### config.mk
export PLATFORM = sky130hd
export DESIGN_NAME = auds_dev_flat
export DESIGN_NICKNAME = d
export VERILOG_FILES = /design/src/rtl/auds_pkg.sv /design/src/rtl/auds_link_if.sv /design/src/rtl/auds_decode.sv /design/src/rtl/auds_dev.sv /design/src/flat_wrapper.sv
export SDC_FILE = /design/constraint.sdc
export NUM_CORES = 1
export LEC_CHECK = 0
export BUFFER_PORTS_ARGS = -buffer_cell sky130_fd_sc_hd__buf_2
export CORE_MARGIN = 2
export CORE_UTILIZATION = 40
export CTS_BUF_LIST = sky130_fd_sc_hd__clkbuf_16
export DETAILED_ROUTE_END_ITERATION = 16
export PLACE_DENSITY_LB_ADDON = 0.25
export SLEW_MARGIN = 20
export SYNTH_ARGS = -nofsm -noshare
export SYNTH_HDL_FRONTEND = slang
export SYNTH_SLANG_ARGS = --single-unit
### constraint.sdc
create_clock -name clk_in -period 8.1 [get_ports clk_in]
set_input_delay 1.62 -clock clk_in [delete_from_list [all_inputs] [get_ports clk_in]]
set_output_delay 1.62 -clock clk_in [all_outputs]
set_load 0.02 [all_outputs]
### src/rtl/auds_pkg.sv
// Package: shared codes, field widths and types of the unlatch-service link
package auds_pkg;

  // Service, class and attribute codes (all 8-bit)
  localparam logic [7:0] AUDS_SVC_UNLATCH   = 8'h4B; // Unlatch command
  localparam logic [7:0] AUDS_CLASS_IN      = 8'h0A; // Input channel object
  localparam logic [7:0] AUDS_CLASS_OUT     = 8'h0B; // Output channel object
  localparam logic [7:0] AUDS_ATTR_ALL      = 8'h00; // All alarms of channel
  localparam logic [7:0] AUDS_ATTR_IN_HH    = 8'h6E; // Input high-high
  localparam logic [7:0] AUDS_ATTR_IN_HI    = 8'h6C; // Input high
  localparam logic [7:0] AUDS_ATTR_IN_LO    = 8'h6B; // Input low
  localparam logic [7:0] AUDS_ATTR_IN_LL    = 8'h6D; // Input low-low
  localparam logic [7:0] AUDS_ATTR_IN_RATE  = 8'h6F; // Input rate
  localparam logic [7:0] AUDS_ATTR_OUT_HI   = 8'h6F; // Output high limit
  localparam logic [7:0] AUDS_ATTR_OUT_LO   = 8'h6E; // Output low limit
  localparam logic [7:0] AUDS_ATTR_OUT_RAMP = 8'h70; // Output ramp

  // Instance numbering starts one above the channel number
  localparam logic [7:0] AUDS_INST_BASE     = 8'h01;

  // Alarm bit positions inside one channel's latch vector
  localparam int AUDS_ALM_W     = 5;
  localparam int AUDS_BIT_HH    = 0; // Input high-high
  localparam int AUDS_BIT_HI    = 1; // Input high / output high limit
  localparam int AUDS_BIT_LO    = 2; // Input low / output low limit
  localparam int AUDS_BIT_LL    = 3; // Input low-low
  localparam int AUDS_BIT_RATE  = 4; // Input rate / output ramp

  // Channel layouts the device can be built as
  typedef enum logic [1:0] {
    AUDS_LAYOUT_IN6   = 2'h0, // Six input channels
    AUDS_LAYOUT_IN8   = 2'h1, // Eight input channels (or 8 differential)
    AUDS_LAYOUT_IN16S = 2'h2, // Sixteen single-ended, no unlatch targets
    AUDS_LAYOUT_OUT   = 2'h3  // Output module
  } auds_layout_t;

  localparam logic [7:0] AUDS_CH6  = 8'h06; // Channels of six-channel layout
  localparam logic [7:0] AUDS_CH8  = 8'h08; // Channels of eight-channel layout

  // Reply status
  typedef enum logic [1:0] {
    AUDS_ST_OK      = 2'h0, // Alarm(s) cleared
    AUDS_ST_NOLATCH = 2'h1, // Module not set to latch alarms
    AUDS_ST_BADPATH = 2'h2, // Class, instance or attribute unsupported
    AUDS_ST_BADSVC  = 2'h3  // Service code not understood
  } auds_status_t;

endpackage : auds_pkg

### src/rtl/auds_link_if.sv
// Interface: request and reply link between controller and I/O module
`timescale 1ns/1ps
`default_nettype none

interface auds_link_if;
  import auds_pkg::*;
  logic         req_valid;  // Request held by controller
  logic         req_ready;  // Module takes the request this cycle
  logic [7:0]   slot;       // Target slot position
  logic [7:0]   service;    // Service code
  logic [7:0]   class_code; // Object class
  logic [7:0]   inst_code;  // Object instance (channel + 1)
  logic [7:0]   attribute;  // Alarm selector, zero for all
  logic         rsp_valid;  // One-cycle reply pulse
  auds_status_t rsp_status; // Reply status

  // Controller end
  modport ctrl (output req_valid, slot, service, class_code, inst_code,
                attribute, input req_ready, rsp_valid, rsp_status);
  // Module end
  modport dev (input req_valid, slot, service, class_code, inst_code,
               attribute, output req_ready, rsp_valid, rsp_status);
endinterface : auds_link_if

`default_nettype wire

### src/rtl/auds_decode.sv
// Module: maps a request's class, instance and attribute onto a clear mask
`timescale 1ns/1ps
`default_nettype none

module auds_decode
  import auds_pkg::*;
#(
  parameter int CH_MAX = 16 // Channels the latch array holds
) (
  input  wire logic [7:0]        class_in,     // Object class
  input  wire logic [7:0]        instance_in,  // Object instance
  input  wire logic [7:0]        attribute_in, // Alarm selector
  input  wire auds_layout_t      layout_in,    // Channel layout
  output logic [CH_MAX-1:0]      ch_sel_out,   // One-hot channel select
  output logic [AUDS_ALM_W-1:0]  alm_sel_out,  // Alarms to clear
  output logic                   valid_out     // Target exists
);

  logic [7:0] ch_num;   // Instance less one
  logic [7:0] ch_cnt;   // Channels present in this layout
  logic       class_ok; // Class matches layout
  logic       ch_ok;    // Instance in range

  ////////////////////////////////////////////////////////////////////////////
  // Channel decode
  always_comb begin
    ch_num   = instance_in - AUDS_INST_BASE;
    ch_cnt   = 8'h00;
    class_ok = 1'b0;
    unique case (layout_in)
      // RQ3 six-channel numbering
      AUDS_LAYOUT_IN6: begin
        ch_cnt   = AUDS_CH6;
        class_ok = (class_in == AUDS_CLASS_IN);
      end
      // RQ4 eight-channel numbering
      AUDS_LAYOUT_IN8: begin
        ch_cnt   = AUDS_CH8;
        class_ok = (class_in == AUDS_CLASS_IN);
      end
      // RQ10 single-ended sixteen has no target
      AUDS_LAYOUT_IN16S: begin
        ch_cnt   = 8'h00;
        class_ok = 1'b0;
      end
      // RQ2 output class selects output channels
      AUDS_LAYOUT_OUT: begin
        ch_cnt   = AUDS_CH6;
        class_ok = (class_in == AUDS_CLASS_OUT);
      end
    endcase
    // Instance zero wraps to 8'hFF, so it fails the range test too
    ch_ok = (ch_num < ch_cnt) && (32'(ch_num) < CH_MAX);
  end

  ////////////////////////////////////////////////////////////////////////////
  // Alarm decode
  always_comb begin
    alm_sel_out = '0;
    if (attribute_in == AUDS_ATTR_ALL) begin
      // RQ7 zero clears all alarms
      alm_sel_out = '1;
    end else if (layout_in == AUDS_LAYOUT_OUT) begin
      // RQ6 output alarm selection
      unique case (attribute_in)
        AUDS_ATTR_OUT_HI:   alm_sel_out[AUDS_BIT_HI]   = 1'b1;
        AUDS_ATTR_OUT_LO:   alm_sel_out[AUDS_BIT_LO]   = 1'b1;
        AUDS_ATTR_OUT_RAMP: alm_sel_out[AUDS_BIT_RATE] = 1'b1;
        default:            alm_sel_out = '0;
      endcase
    end else begin
      // RQ5 input alarm selection
      unique case (attribute_in)
        AUDS_ATTR_IN_HH:   alm_sel_out[AUDS_BIT_HH]   = 1'b1;
        AUDS_ATTR_IN_HI:   alm_sel_out[AUDS_BIT_HI]   = 1'b1;
        AUDS_ATTR_IN_LO:   alm_sel_out[AUDS_BIT_LO]   = 1'b1;
        AUDS_ATTR_IN_LL:   alm_sel_out[AUDS_BIT_LL]   = 1'b1;
        AUDS_ATTR_IN_RATE: alm_sel_out[AUDS_BIT_RATE] = 1'b1;
        default:           alm_sel_out = '0;
      endcase
    end
  end

  ////////////////////////////////////////////////////////////////////////////
  // Channel one-hot and overall verdict
  always_comb begin
    ch_sel_out = '0;
    if (ch_ok) begin
      ch_sel_out[ch_num[$clog2(CH_MAX)-1:0]] = 1'b1;
    end
    // RQ14 unknown target rejected
    valid_out = class_ok && ch_ok && (alm_sel_out != '0);
  end

endmodule : auds_decode

`default_nettype wire

### src/rtl/auds_dev.sv
// Module: I/O module end that holds alarm latches and serves unlatch requests
//
// Behaviour
// RQ1 - Code 4B is the unlatch command
// RQ2 - Class 0A inputs, 0B outputs
// RQ3 - Six-channel: instance 1..6 is channel 0..5
// RQ4 - Eight-channel: instance 1..8 is channel 0..7
// RQ5 - Input attribute picks one of five alarms
// RQ6 - Output attribute picks high, low or ramp
// RQ7 - Attribute zero clears every channel alarm
// RQ8 - Controller sends one request per alarm, channel
// RQ9 - Error reply when latching is off
// RQ10 - Single-ended sixteen mode has no targets
// RQ11 - Controller addresses module by slot
// RQ12 - One clear per request; resample may reset
// RQ13 - Sampling work takes priority over requests
// RQ14 - Unsupported target: error, latches unchanged
// RQ15 - Request carries no payload beyond fields
//
// One request at a time; replies wait for free sampling time
`timescale 1ns/1ps
`default_nettype none

module auds_dev
  import auds_pkg::*;
#(
  parameter int         CH_MAX  = 16,     // Channels held in latch array
  parameter logic [7:0] MY_SLOT = 8'h01   // Chassis slot of this module
) (
  input  wire logic                        clk_in,        // 20 MHz clock
  input  wire logic                        reset_in,      // Sync reset, high
  input  wire logic                        clk_en_in,     // Freezes state low
  auds_link_if.dev                         link,          // Request link
  input  wire auds_layout_t                layout_in,     // Channel layout
  input  wire logic                        latch_en_in,   // Latching enabled
  input  wire logic                        sample_busy_in,// Sampling underway
  input  wire logic [CH_MAX*AUDS_ALM_W-1:0] alarm_set_in, // Per-sample alarms
  output logic [CH_MAX*AUDS_ALM_W-1:0]     alarm_out      // Alarm latches
);

  // Request handler states, Gray along idle -> check -> reply
  typedef enum logic [1:0] {
    AUDS_IDLE  = 2'b00, // Waiting for a request
    AUDS_CHECK = 2'b01, // Request captured, waiting for a free slot
    AUDS_REPLY = 2'b11  // Reply pulse
  } auds_dev_state_t;
  // Code 2'b10 is unused and recovers to idle

  auds_dev_state_t             state, next_state;     // Handler state

  // Captured request fields
  logic [7:0]                  svc, next_svc;         // Captured service
  logic [7:0]                  cls, next_cls;         // Captured class
  logic [7:0]                  inst, next_inst;       // Captured instance
  logic [7:0]                  attr, next_attr;       // Captured attribute

  // Reply and latch state
  auds_status_t                status, next_status;   // Reply status
  logic [CH_MAX*AUDS_ALM_W-1:0] latch, next_latch;    // Alarm latches

  // Decoder results
  logic [CH_MAX-1:0]           ch_sel;                // Decoded channel
  logic [AUDS_ALM_W-1:0]       alm_sel;               // Decoded alarms
  logic                        tgt_ok;                // Target exists
  logic                        do_clear;              // Clear this cycle

  ////////////////////////////////////////////////////////////////////////////
  // Target decode on the captured fields
  auds_decode #(
    .CH_MAX (CH_MAX)
  ) u_decode (
    .class_in     (cls),
    .instance_in  (inst),
    .attribute_in (attr),
    .layout_in    (layout_in),
    .ch_sel_out   (ch_sel),
    .alm_sel_out  (alm_sel),
    .valid_out    (tgt_ok)
  );

  ////////////////////////////////////////////////////////////////////////////
  // Request handshake: take only when idle; other slots' traffic is ignored
  always_comb begin
    // Ready only while idle
    link.req_ready = (state == AUDS_IDLE);
    // One-cycle reply pulse
    link.rsp_valid = (state == AUDS_REPLY);
    // Status register stands between replies
    link.rsp_status = status;
  end

  ////////////////////////////////////////////////////////////////////////////
  // Handler next state
  always_comb begin
    next_state  = state;
    next_svc    = svc;
    next_cls    = cls;
    next_inst   = inst;
    next_attr   = attr;
    next_status = status;
    do_clear    = 1'b0;

    unique case (state)
      AUDS_IDLE: begin
        // RQ11 only our slot is acted on
        if (link.req_valid && link.slot == MY_SLOT) begin
          // RQ15 only the four fields are stored
          next_svc   = link.service;
          next_cls   = link.class_code;
          next_inst  = link.inst_code;
          next_attr  = link.attribute;
          next_state = AUDS_CHECK;
        end
      end

      AUDS_CHECK: begin
        // RQ13 wait out sampling work
        if (!sample_busy_in) begin
          // Free slot: answer now
          next_state = AUDS_REPLY;
          // RQ1 service code check
          if (svc != AUDS_SVC_UNLATCH) begin
            next_status = AUDS_ST_BADSVC;
          // RQ9 latching off gives error
          end else if (!latch_en_in) begin
            next_status = AUDS_ST_NOLATCH;
          // RQ14 bad target, latches kept
          end else if (!tgt_ok) begin
            next_status = AUDS_ST_BADPATH;
          end else begin
            // RQ12 single clear per request
            do_clear    = 1'b1;
            next_status = AUDS_ST_OK;
          end
        end
      end

      AUDS_REPLY: begin
        // Pulse done, next request may follow
        next_state = AUDS_IDLE;
      end

      default: begin
        // Unused code recovers to idle
        next_state = AUDS_IDLE;
      end
    endcase
  end

  ////////////////////////////////////////////////////////////////////////////
  // Latch next value: a fresh sample alarm wins over a clear in one cycle
  always_comb begin
    next_latch = latch;

    // Clear the chosen alarms of the chosen channel
    for (int c = 0; c < CH_MAX; c++) begin
      if (do_clear && ch_sel[c]) begin
        next_latch[c*AUDS_ALM_W +: AUDS_ALM_W] =
          latch[c*AUDS_ALM_W +: AUDS_ALM_W] & ~alm_sel;
      end
    end

    // Without latching the array just follows the samples
    if (latch_en_in) begin
      next_latch = next_latch | alarm_set_in;
    end else begin
      next_latch = alarm_set_in;
    end

    // Output is the registered latch array
    alarm_out = latch;
  end

  ////////////////////////////////////////////////////////////////////////////
  // Handler registers
  always_ff @(posedge clk_in) begin
    if (reset_in) begin
      // Reset: idle, status OK
      state  <= AUDS_IDLE;
      svc    <= 8'h00;
      cls    <= 8'h00;
      inst   <= 8'h00;
      attr   <= 8'h00;
      status <= AUDS_ST_OK;
    end else if (clk_en_in) begin
      // Enable low holds all state
      state  <= next_state;
      svc    <= next_svc;
      cls    <= next_cls;
      inst   <= next_inst;
      attr   <= next_attr;
      status <= next_status;
    end
  end

  // Latch registers
  always_ff @(posedge clk_in) begin
    if (reset_in) begin
      latch <= '0;
    end else if (clk_en_in) begin
      latch <= next_latch;
    end
  end

endmodule : auds_dev

`default_nettype wire

### src/flat_wrapper.sv
// flat-port wrapper written by rule: the top's interface ports become plain ports
module auds_dev_flat import auds_pkg::*;
#(
  parameter int         CH_MAX  = 16,                                    
  parameter logic [7:0] MY_SLOT = 8'h01                                 
)
  (clk_in, reset_in, clk_en_in, layout_in, latch_en_in, sample_busy_in, alarm_set_in, alarm_out, link_req_valid, link_slot, link_service, link_class_code, link_inst_code, link_attribute, link_req_ready, link_rsp_valid, link_rsp_status);
  auds_link_if link_i ();
  input  wire logic clk_in;
  input  wire logic reset_in;
  input  wire logic clk_en_in;
  input  wire auds_layout_t layout_in;
  input  wire logic latch_en_in;
  input  wire logic sample_busy_in;
  input  wire logic [CH_MAX*AUDS_ALM_W-1:0] alarm_set_in;
  output logic [CH_MAX*AUDS_ALM_W-1:0] alarm_out;
  input wire logic [$bits(link_i.req_valid)-1:0] link_req_valid;
  input wire logic [$bits(link_i.slot)-1:0] link_slot;
  input wire logic [$bits(link_i.service)-1:0] link_service;
  input wire logic [$bits(link_i.class_code)-1:0] link_class_code;
  input wire logic [$bits(link_i.inst_code)-1:0] link_inst_code;
  input wire logic [$bits(link_i.attribute)-1:0] link_attribute;
  output wire logic [$bits(link_i.req_ready)-1:0] link_req_ready;
  output wire logic [$bits(link_i.rsp_valid)-1:0] link_rsp_valid;
  output wire logic [$bits(link_i.rsp_status)-1:0] link_rsp_status;
  assign link_i.req_valid = link_req_valid;
  assign link_i.slot = link_slot;
  assign link_i.service = link_service;
  assign link_i.class_code = link_class_code;
  assign link_i.inst_code = link_inst_code;
  assign link_i.attribute = link_attribute;
  assign link_req_ready = link_i.req_ready;
  assign link_rsp_valid = link_i.rsp_valid;
  assign link_rsp_status = link_i.rsp_status;
  auds_dev #(.CH_MAX(CH_MAX), .MY_SLOT(MY_SLOT)) u_core (.clk_in(clk_in), .reset_in(reset_in), .clk_en_in(clk_en_in), .link(link_i), .layout_in(layout_in), .latch_en_in(latch_en_in), .sample_busy_in(sample_busy_in), .alarm_set_in(alarm_set_in), .alarm_out(alarm_out));
endmodule
; Yosys cells after proc, flatten, opt, wreduce, memory -nomap -nowiden
; Index checks and enable logic that the tools add are counted.
[classes]
n_eq_ne = 17
bitwise_logic = 19
n_reduce_logical = 30
magnitude_cmp = 4
n_addsub = 1
mux = 41
[op_table]
columns = operator, count
row1 = $mux W5, 18
row2 = $and A5 B5 Y5, 16
row3 = $mux W80, 1
row4 = $or A80 B80 Y80, 1
row5 = $eq A8 B7 Y1 const B, 6
row6 = $pmux W8 S3, 1
row7 = $logic_and A1 B1 Y1, 21
row8 = $eq A8 B4 Y1 const B, 2
row9 = $mux W16, 1
row10 = $mux W1, 12
row11 = $mux W2, 5
row12 = $reduce_and A3 Y1, 3
row13 = $eq A8 B1 Y1 const B, 1
row14 = $logic_not A8 Y1, 1
row15 = $lt A8 B5 Y1 const B, 1
row16 = $lt A8 B8 Y1, 1
row17 = $ne A8 B7 Y1 const B, 1
row18 = $sub A8 B1 Y8 const B, 1
row19 = $eq A2 B2 Y1 const B, 3
row20 = $lt A4 B5 Y1 const B, 1
row21 = $not A5 Y5, 1
row22 = $reduce_bool A5 Y1, 1
row23 = $demux W1 S4, 1
row24 = $eq A2 B1 Y1 const B, 2
row25 = other kinds (8), 10
[word_totals]
wordCells = 119
input_bits = 128
output_inout_bits = 84
register_bits = 116

; Longest topological paths before layout
[depth]
word_depth = 16
mapped_depth = 11
ltp_nobuf = 8

; Hierarchy
; From an unflattened synthesis, not the netlist that was laid out.
[hier_totals]
hier_cells = 638
hier_area_um2 = 6043.3
[modules_own_cells]
columns = module, n_inst, area_each_um2, seq_area_each_um2, cells_each
row1 = auds_dev, 1, 5392.7, 2322.2, 547
row2 = auds_decode, 1, 650.6, 0.0, 91

; Least setup slack after synthesis
; No wires, ideal clock.
[synth_path]
kind = input port to flip-flop
startpoint = input layout_in[0]
endpoint = register u_core.latch[35], in the netlist u_core.alarm_out[35]
cell_stages = 9
slack_ps = 4563
setup_time_ps = 155
path_buffers = 1
t_arrival_ps = 3381
t_required_ps = 7945
cell_sequence = inv_1 -> ha_1 -> inv_1 -> ha_1 -> a21boi_0 -> o21a_1 -> nor4_4 -> buf_6 -> a41oi_1
[synth_between]
elab_chain_cells = 16
word_cells_on_any_way = 27
classes_between = 1 x order compare / 3 x eq/ne / 12 x mux / 3 x bitwise / 8 x reduce/logical
[synth_rtl]
columns = element, line_no
row1 = "start, declared", flat_wrapper.sv:12  ; input wire auds_layout_t layout_in;
row2 = $eq A2 B2 Y1 or $logic_not A2 Y1 (tied branches), "auds_decode.sv:30, auds_decode.sv:63"
row3 = $reduce_or A2 Y1 (no source line), n/a
row4 = $pmux W8 S3, auds_decode.sv:30  ; unique case (layout_in)
row5 = $lt A8 B8 Y1, auds_decode.sv:53  ; ch_ok = (ch_num < ch_cnt) && (32'(ch_num) < CH_MAX);
row6 = $logic_and A1 B1 Y1, auds_decode.sv:53
row7 = $logic_and A1 B1 Y1 (2 in series), auds_decode.sv:92  ; valid_out = class_ok && ch_ok && (alm_sel_out != '0);
row8 = $mux W1, auds_dev.sv:128  ; end else if (!tgt_ok) begin
row9 = $mux W1, auds_dev.sv:125  ; end else if (!latch_en_in) begin
row10 = $mux W1, auds_dev.sv:122  ; if (svc != AUDS_SVC_UNLATCH) begin
row11 = $mux W1, auds_dev.sv:118  ; if (!sample_busy_in) begin
row12 = $mux W1, auds_dev.sv:103  ; unique case (state)
row13 = $logic_and A1 B1 Y1, auds_dev.sv:157  ; if (do_clear && ch_sel[c]) begin
row14 = $mux W5 (*), auds_dev.sv:157
row15 = $or A80 B80 Y80 (*), auds_dev.sv:165  ; next_latch = next_latch | alarm_set_in;
row16 = $mux W80 (*), auds_dev.sv:164  ; if (latch_en_in) begin
row17 = "end signal, assigned", auds_dev.sv:201  ; latch <= next_latch;
row18 = "end, declared", auds_dev.sv:59  ; logic [CH_MAX*AUDS_ALM_W-1:0] latch, next_latch;
; Every way passes the cells marked *; elsewhere a longest branch is shown, timed or not. The select of a mux whose other input is x is not followed.
; A chain may end at the register's enable or synchronous reset.

==> run summary <==
status: finished, final reports clean
Sink Count: 116
cells resized by post-CTS repair: 0
layout cells sized above 1: 31.7%
Area contributors post-synth: dfxtp_1, a21o_1, a41oi_1, a41oi_2, o21ai_0
CP endpoint kind: register
reg-to-reg critical path endpoint: u_core.alarm_out[72]$_SDFFE_PP0P_
min Tclk post-route: 3.87 ns
H-tree level count: 4
Slew Viols, Final: 0
routed length per instance: 16.9 um
routed wire length: 19000 um
flops & latches, synth: 116
dpl hpwl: 12800 um
Post-synth EDFFs: 0
width of the chip: 131 um
average vias per placed instance: 5.39
PortBufs: 211
Worst Clk Skew: 0.0145 ns
antenna cell count: 0
gpl congestion: 0.870
first-pass GRT wire length: 29500 um
vias in the first global route: 5684
final hold viol count: 0
Yosys Warn Count: 0
max-cap viol count: 0
Ports: 212
Final Setup Violations: 0
Final ANT Viol Nets: 0
hold_buf cts: 0
r2r setup slk: 4.77 ns
die height: 131 um
crit path to: u_core.alarm_out[39]$_SDFFE_PP0P_
IR drop worst, VDD: 0.162 mV
syn_nets: 856
multi-input logic area: 0.00380 sq mm
Yosys top cell by area: dfxtp_1
Worst-path clk slew: 0.06 ns
Syn Area/Cell: 8.98 sq um
Slew headroom: 29.2%
hold depth: 2
clk_lat worst skew: 0.42 ns
Leak: 0.00374 uW
Core ar.: 0.0158 sq mm
initial antenna violation count: 0
critical path fanouts, max: 85
row count: 46
residual DRC count: 0
top_reg_cell synth: dfxtp_1
post-synth top area share: 36.0%
Arr. time, crit path: 4.11 ns
Reg2Reg Launch Point: u_core.inst[0]$_SDFFE_PP0P_
largest net degree at the start of global routing: 86
P&R area growth vs syn: 25.5%
crit path launch type: input port
filler instances: 1523
post-CTS setup buffers: 0
Worst EP required: 8.34 ns
via count: 6061
CTS root buf: clkbuf_16
library cells used by synthesis: 60
Post-synth ARST share: 0%
Setup crit start: clk_en_in
final total power: 1540 uW
CP Class: in -> reg
pwr/cell area: 190 mW/mm^2
Hold WC Path Type: reg -> reg
Final #Nets: 1034
initial core utilization: 40.8%
cell count after synthesis: 718
CTS tree: done
worst r2r path cells: 9
fin crit share: 47.8%
Seq/Total Area, Yosys: 36.0%
TritonCTS buffer count: 17
DRT Pass-1 Iters: 4
gr usage total: 21.9%
upper clock frequency limit: 258 MHz
post-route setup TNS: 0 ns
Reg area: 0.00232 sq mm
slew of the pin with the lowest slew margin: 1.06 ns
total gr overflow: 0
RSZ-0062 raised after global routing: no
Cell Area, Synth: 0.00645 sq mm
Max Root-Sink Buffers: 2
Die ar.: 0.0172 sq mm
Iter 0 DRT Violations: 327
-- synth_stat cells (all sizes together), types with 3 or more instances --
library cell  instances
dfxtp               116
nand2                89
a41oi                80
o21ai                77
a21o                 72
nor2                 37
clkbuf               36
mux2i                32
buf                  23
a21oi                22
inv                  12
and2                 11
o21a                 11
ha                   10
nor2b                 8
or2                   8
nand3                 7
nor3                  7
and4b                 6
o211ai                6
o41ai                 5
a211o                 4
a41o                  4
nand4                 4
or4bb                 4
nor4                  3
nor4b                 3
-- sequential cells by signal (all words and copies together) (netlist names) --
name and count:
u_core.alarm_out 80, u_core.svc 8, u_core.cls 8, u_core.link.rsp_status 2, u_core.state 2, u_core.inst 8, u_core.attr 8
-- cell usage in the layout, fill, tap and decap left out, drive strengths merged, types with 2 or more instances in the layout --
cell      synthesis  layout
o211ai            6       6
a21oi            22      22
nor4b             3       3
xor2              2       2
nor3              7       7
a21o             72      72
nor3b             2       2
clkinv            0       9
mux2i            32      32
a41o              4       4
nand3             7       7
o21ai            77      77
clkinvlp          0       2
bufinv            0       2
nor4              3       3
nor2             37      37
dfxtp           116     116
inv              12      14
ha               10      10
and4b             6       6
and3b             2       2
buf              23     218
or2               8       8
clkbuf           36      17
a211oi            2       2
nand2            89      89
a41oi            80      80
or4bb             4       4
nor2b             8       8
o21a             11      11
and2             11      11
nand4             4       4
o41ai             5       5
a211o             4       4
-- stage by stage --
| step | setup WS [ns] | cells | utilization, % | area, sq um | hold slack [ns] |
|---|---|---|---|---|---|
| final | 4.23 | 1125 | 51.2 | 8100 | 0.484 |
| after global routing | 4.00 | 1125 | 51.2 | 8100 | 0.514 |
| after CTS | 4.24 | 1125 | 51.1 | 8080 | 0.493 |
| after detailed placement | 3.81 | 1093 | 47.6 | 7530 | 0.480 |
| after global placement | 3.86 | 1093 | 47.6 | 7530 | 0.470 |
| after floorplan | 4.56 | 718 | - | 6450 | 0.455 |
-- metal layers --
layer | routed length [um] | global-route usage, % | share of wire (%)
met3 | 1060 | 5.70 | 5.6
met4 | 242 | 6.20 | 1.3
met1 | 8660 | 28.5 | 46
met5 | 0 | 0 | 0
met2 | 9020 | 36.0 | 48
-- worst min-delay path by stage --
| stage | start | to | slack [ns] |
|---|---|---|---|
| final | u_core.cls[1]$_SDFFE_PP0P_ | u_core.cls[1]$_SDFFE_PP0P_ | 0.48 |
| after global routing | u_core.svc[2]$_SDFFE_PP0P_ | u_core.svc[2]$_SDFFE_PP0P_ | 0.51 |
| after CTS | u_core.svc[2]$_SDFFE_PP0P_ | u_core.svc[2]$_SDFFE_PP0P_ | 0.49 |
| after detailed placement | u_core.svc[2]$_SDFFE_PP0P_ | u_core.svc[2]$_SDFFE_PP0P_ | 0.48 |
| after global placement | u_core.cls[1]$_SDFFE_PP0P_ | u_core.cls[1]$_SDFFE_PP0P_ | 0.47 |
| after floorplan | u_core.cls[1]$_SDFFE_PP0P_ | u_core.cls[1]$_SDFFE_PP0P_ | 0.45 |
-- power by group --
part | switching, uW | leakage (uW) | internal, uW | total (uW)
registers | 23.0 | 0.000953 | 602 | 625
logic | 121 | 0.00251 | 89.5 | 211
clock network | 258 | 0.000277 | 442 | 700
total | 402 | 0.00374 | 1130 | 1540
-- critical path, cell delays in order --
cell and delay [ns]:
buf_2 0.08, buf_4 0.62, and4bb_2 0.42, nand4_2 0.24, a21oi_2 0.85, a41oi_1 0.24
-- kinds of logic (layout without fill, tap and decap cells) --
logic type,after synthesis,in the layout,synth area share [%]
adder cells (fa/ha/maj),10,10,1.94
AO/OA/AOI/OAI,288,288,35.4
multiplexers,32,32,4.97
AND/OR/NAND/NOR,198,198,15.8
XOR/XNOR,3,3,0.407
buffers and inverters,71,262,5.51
flip-flops,116,116,36.0
-- area by class of cell --
class                   count  share of cell area [%]
clock buffers              17                    5.25
flip-flops and latches    116                    28.7
repair buffers            218                    13.7
multi-input cells         531                    46.9
clock inverters            15                    1.53
inverters                  12                   0.556
well taps                 216                    3.34
Power figures use the tool's default switching activity.
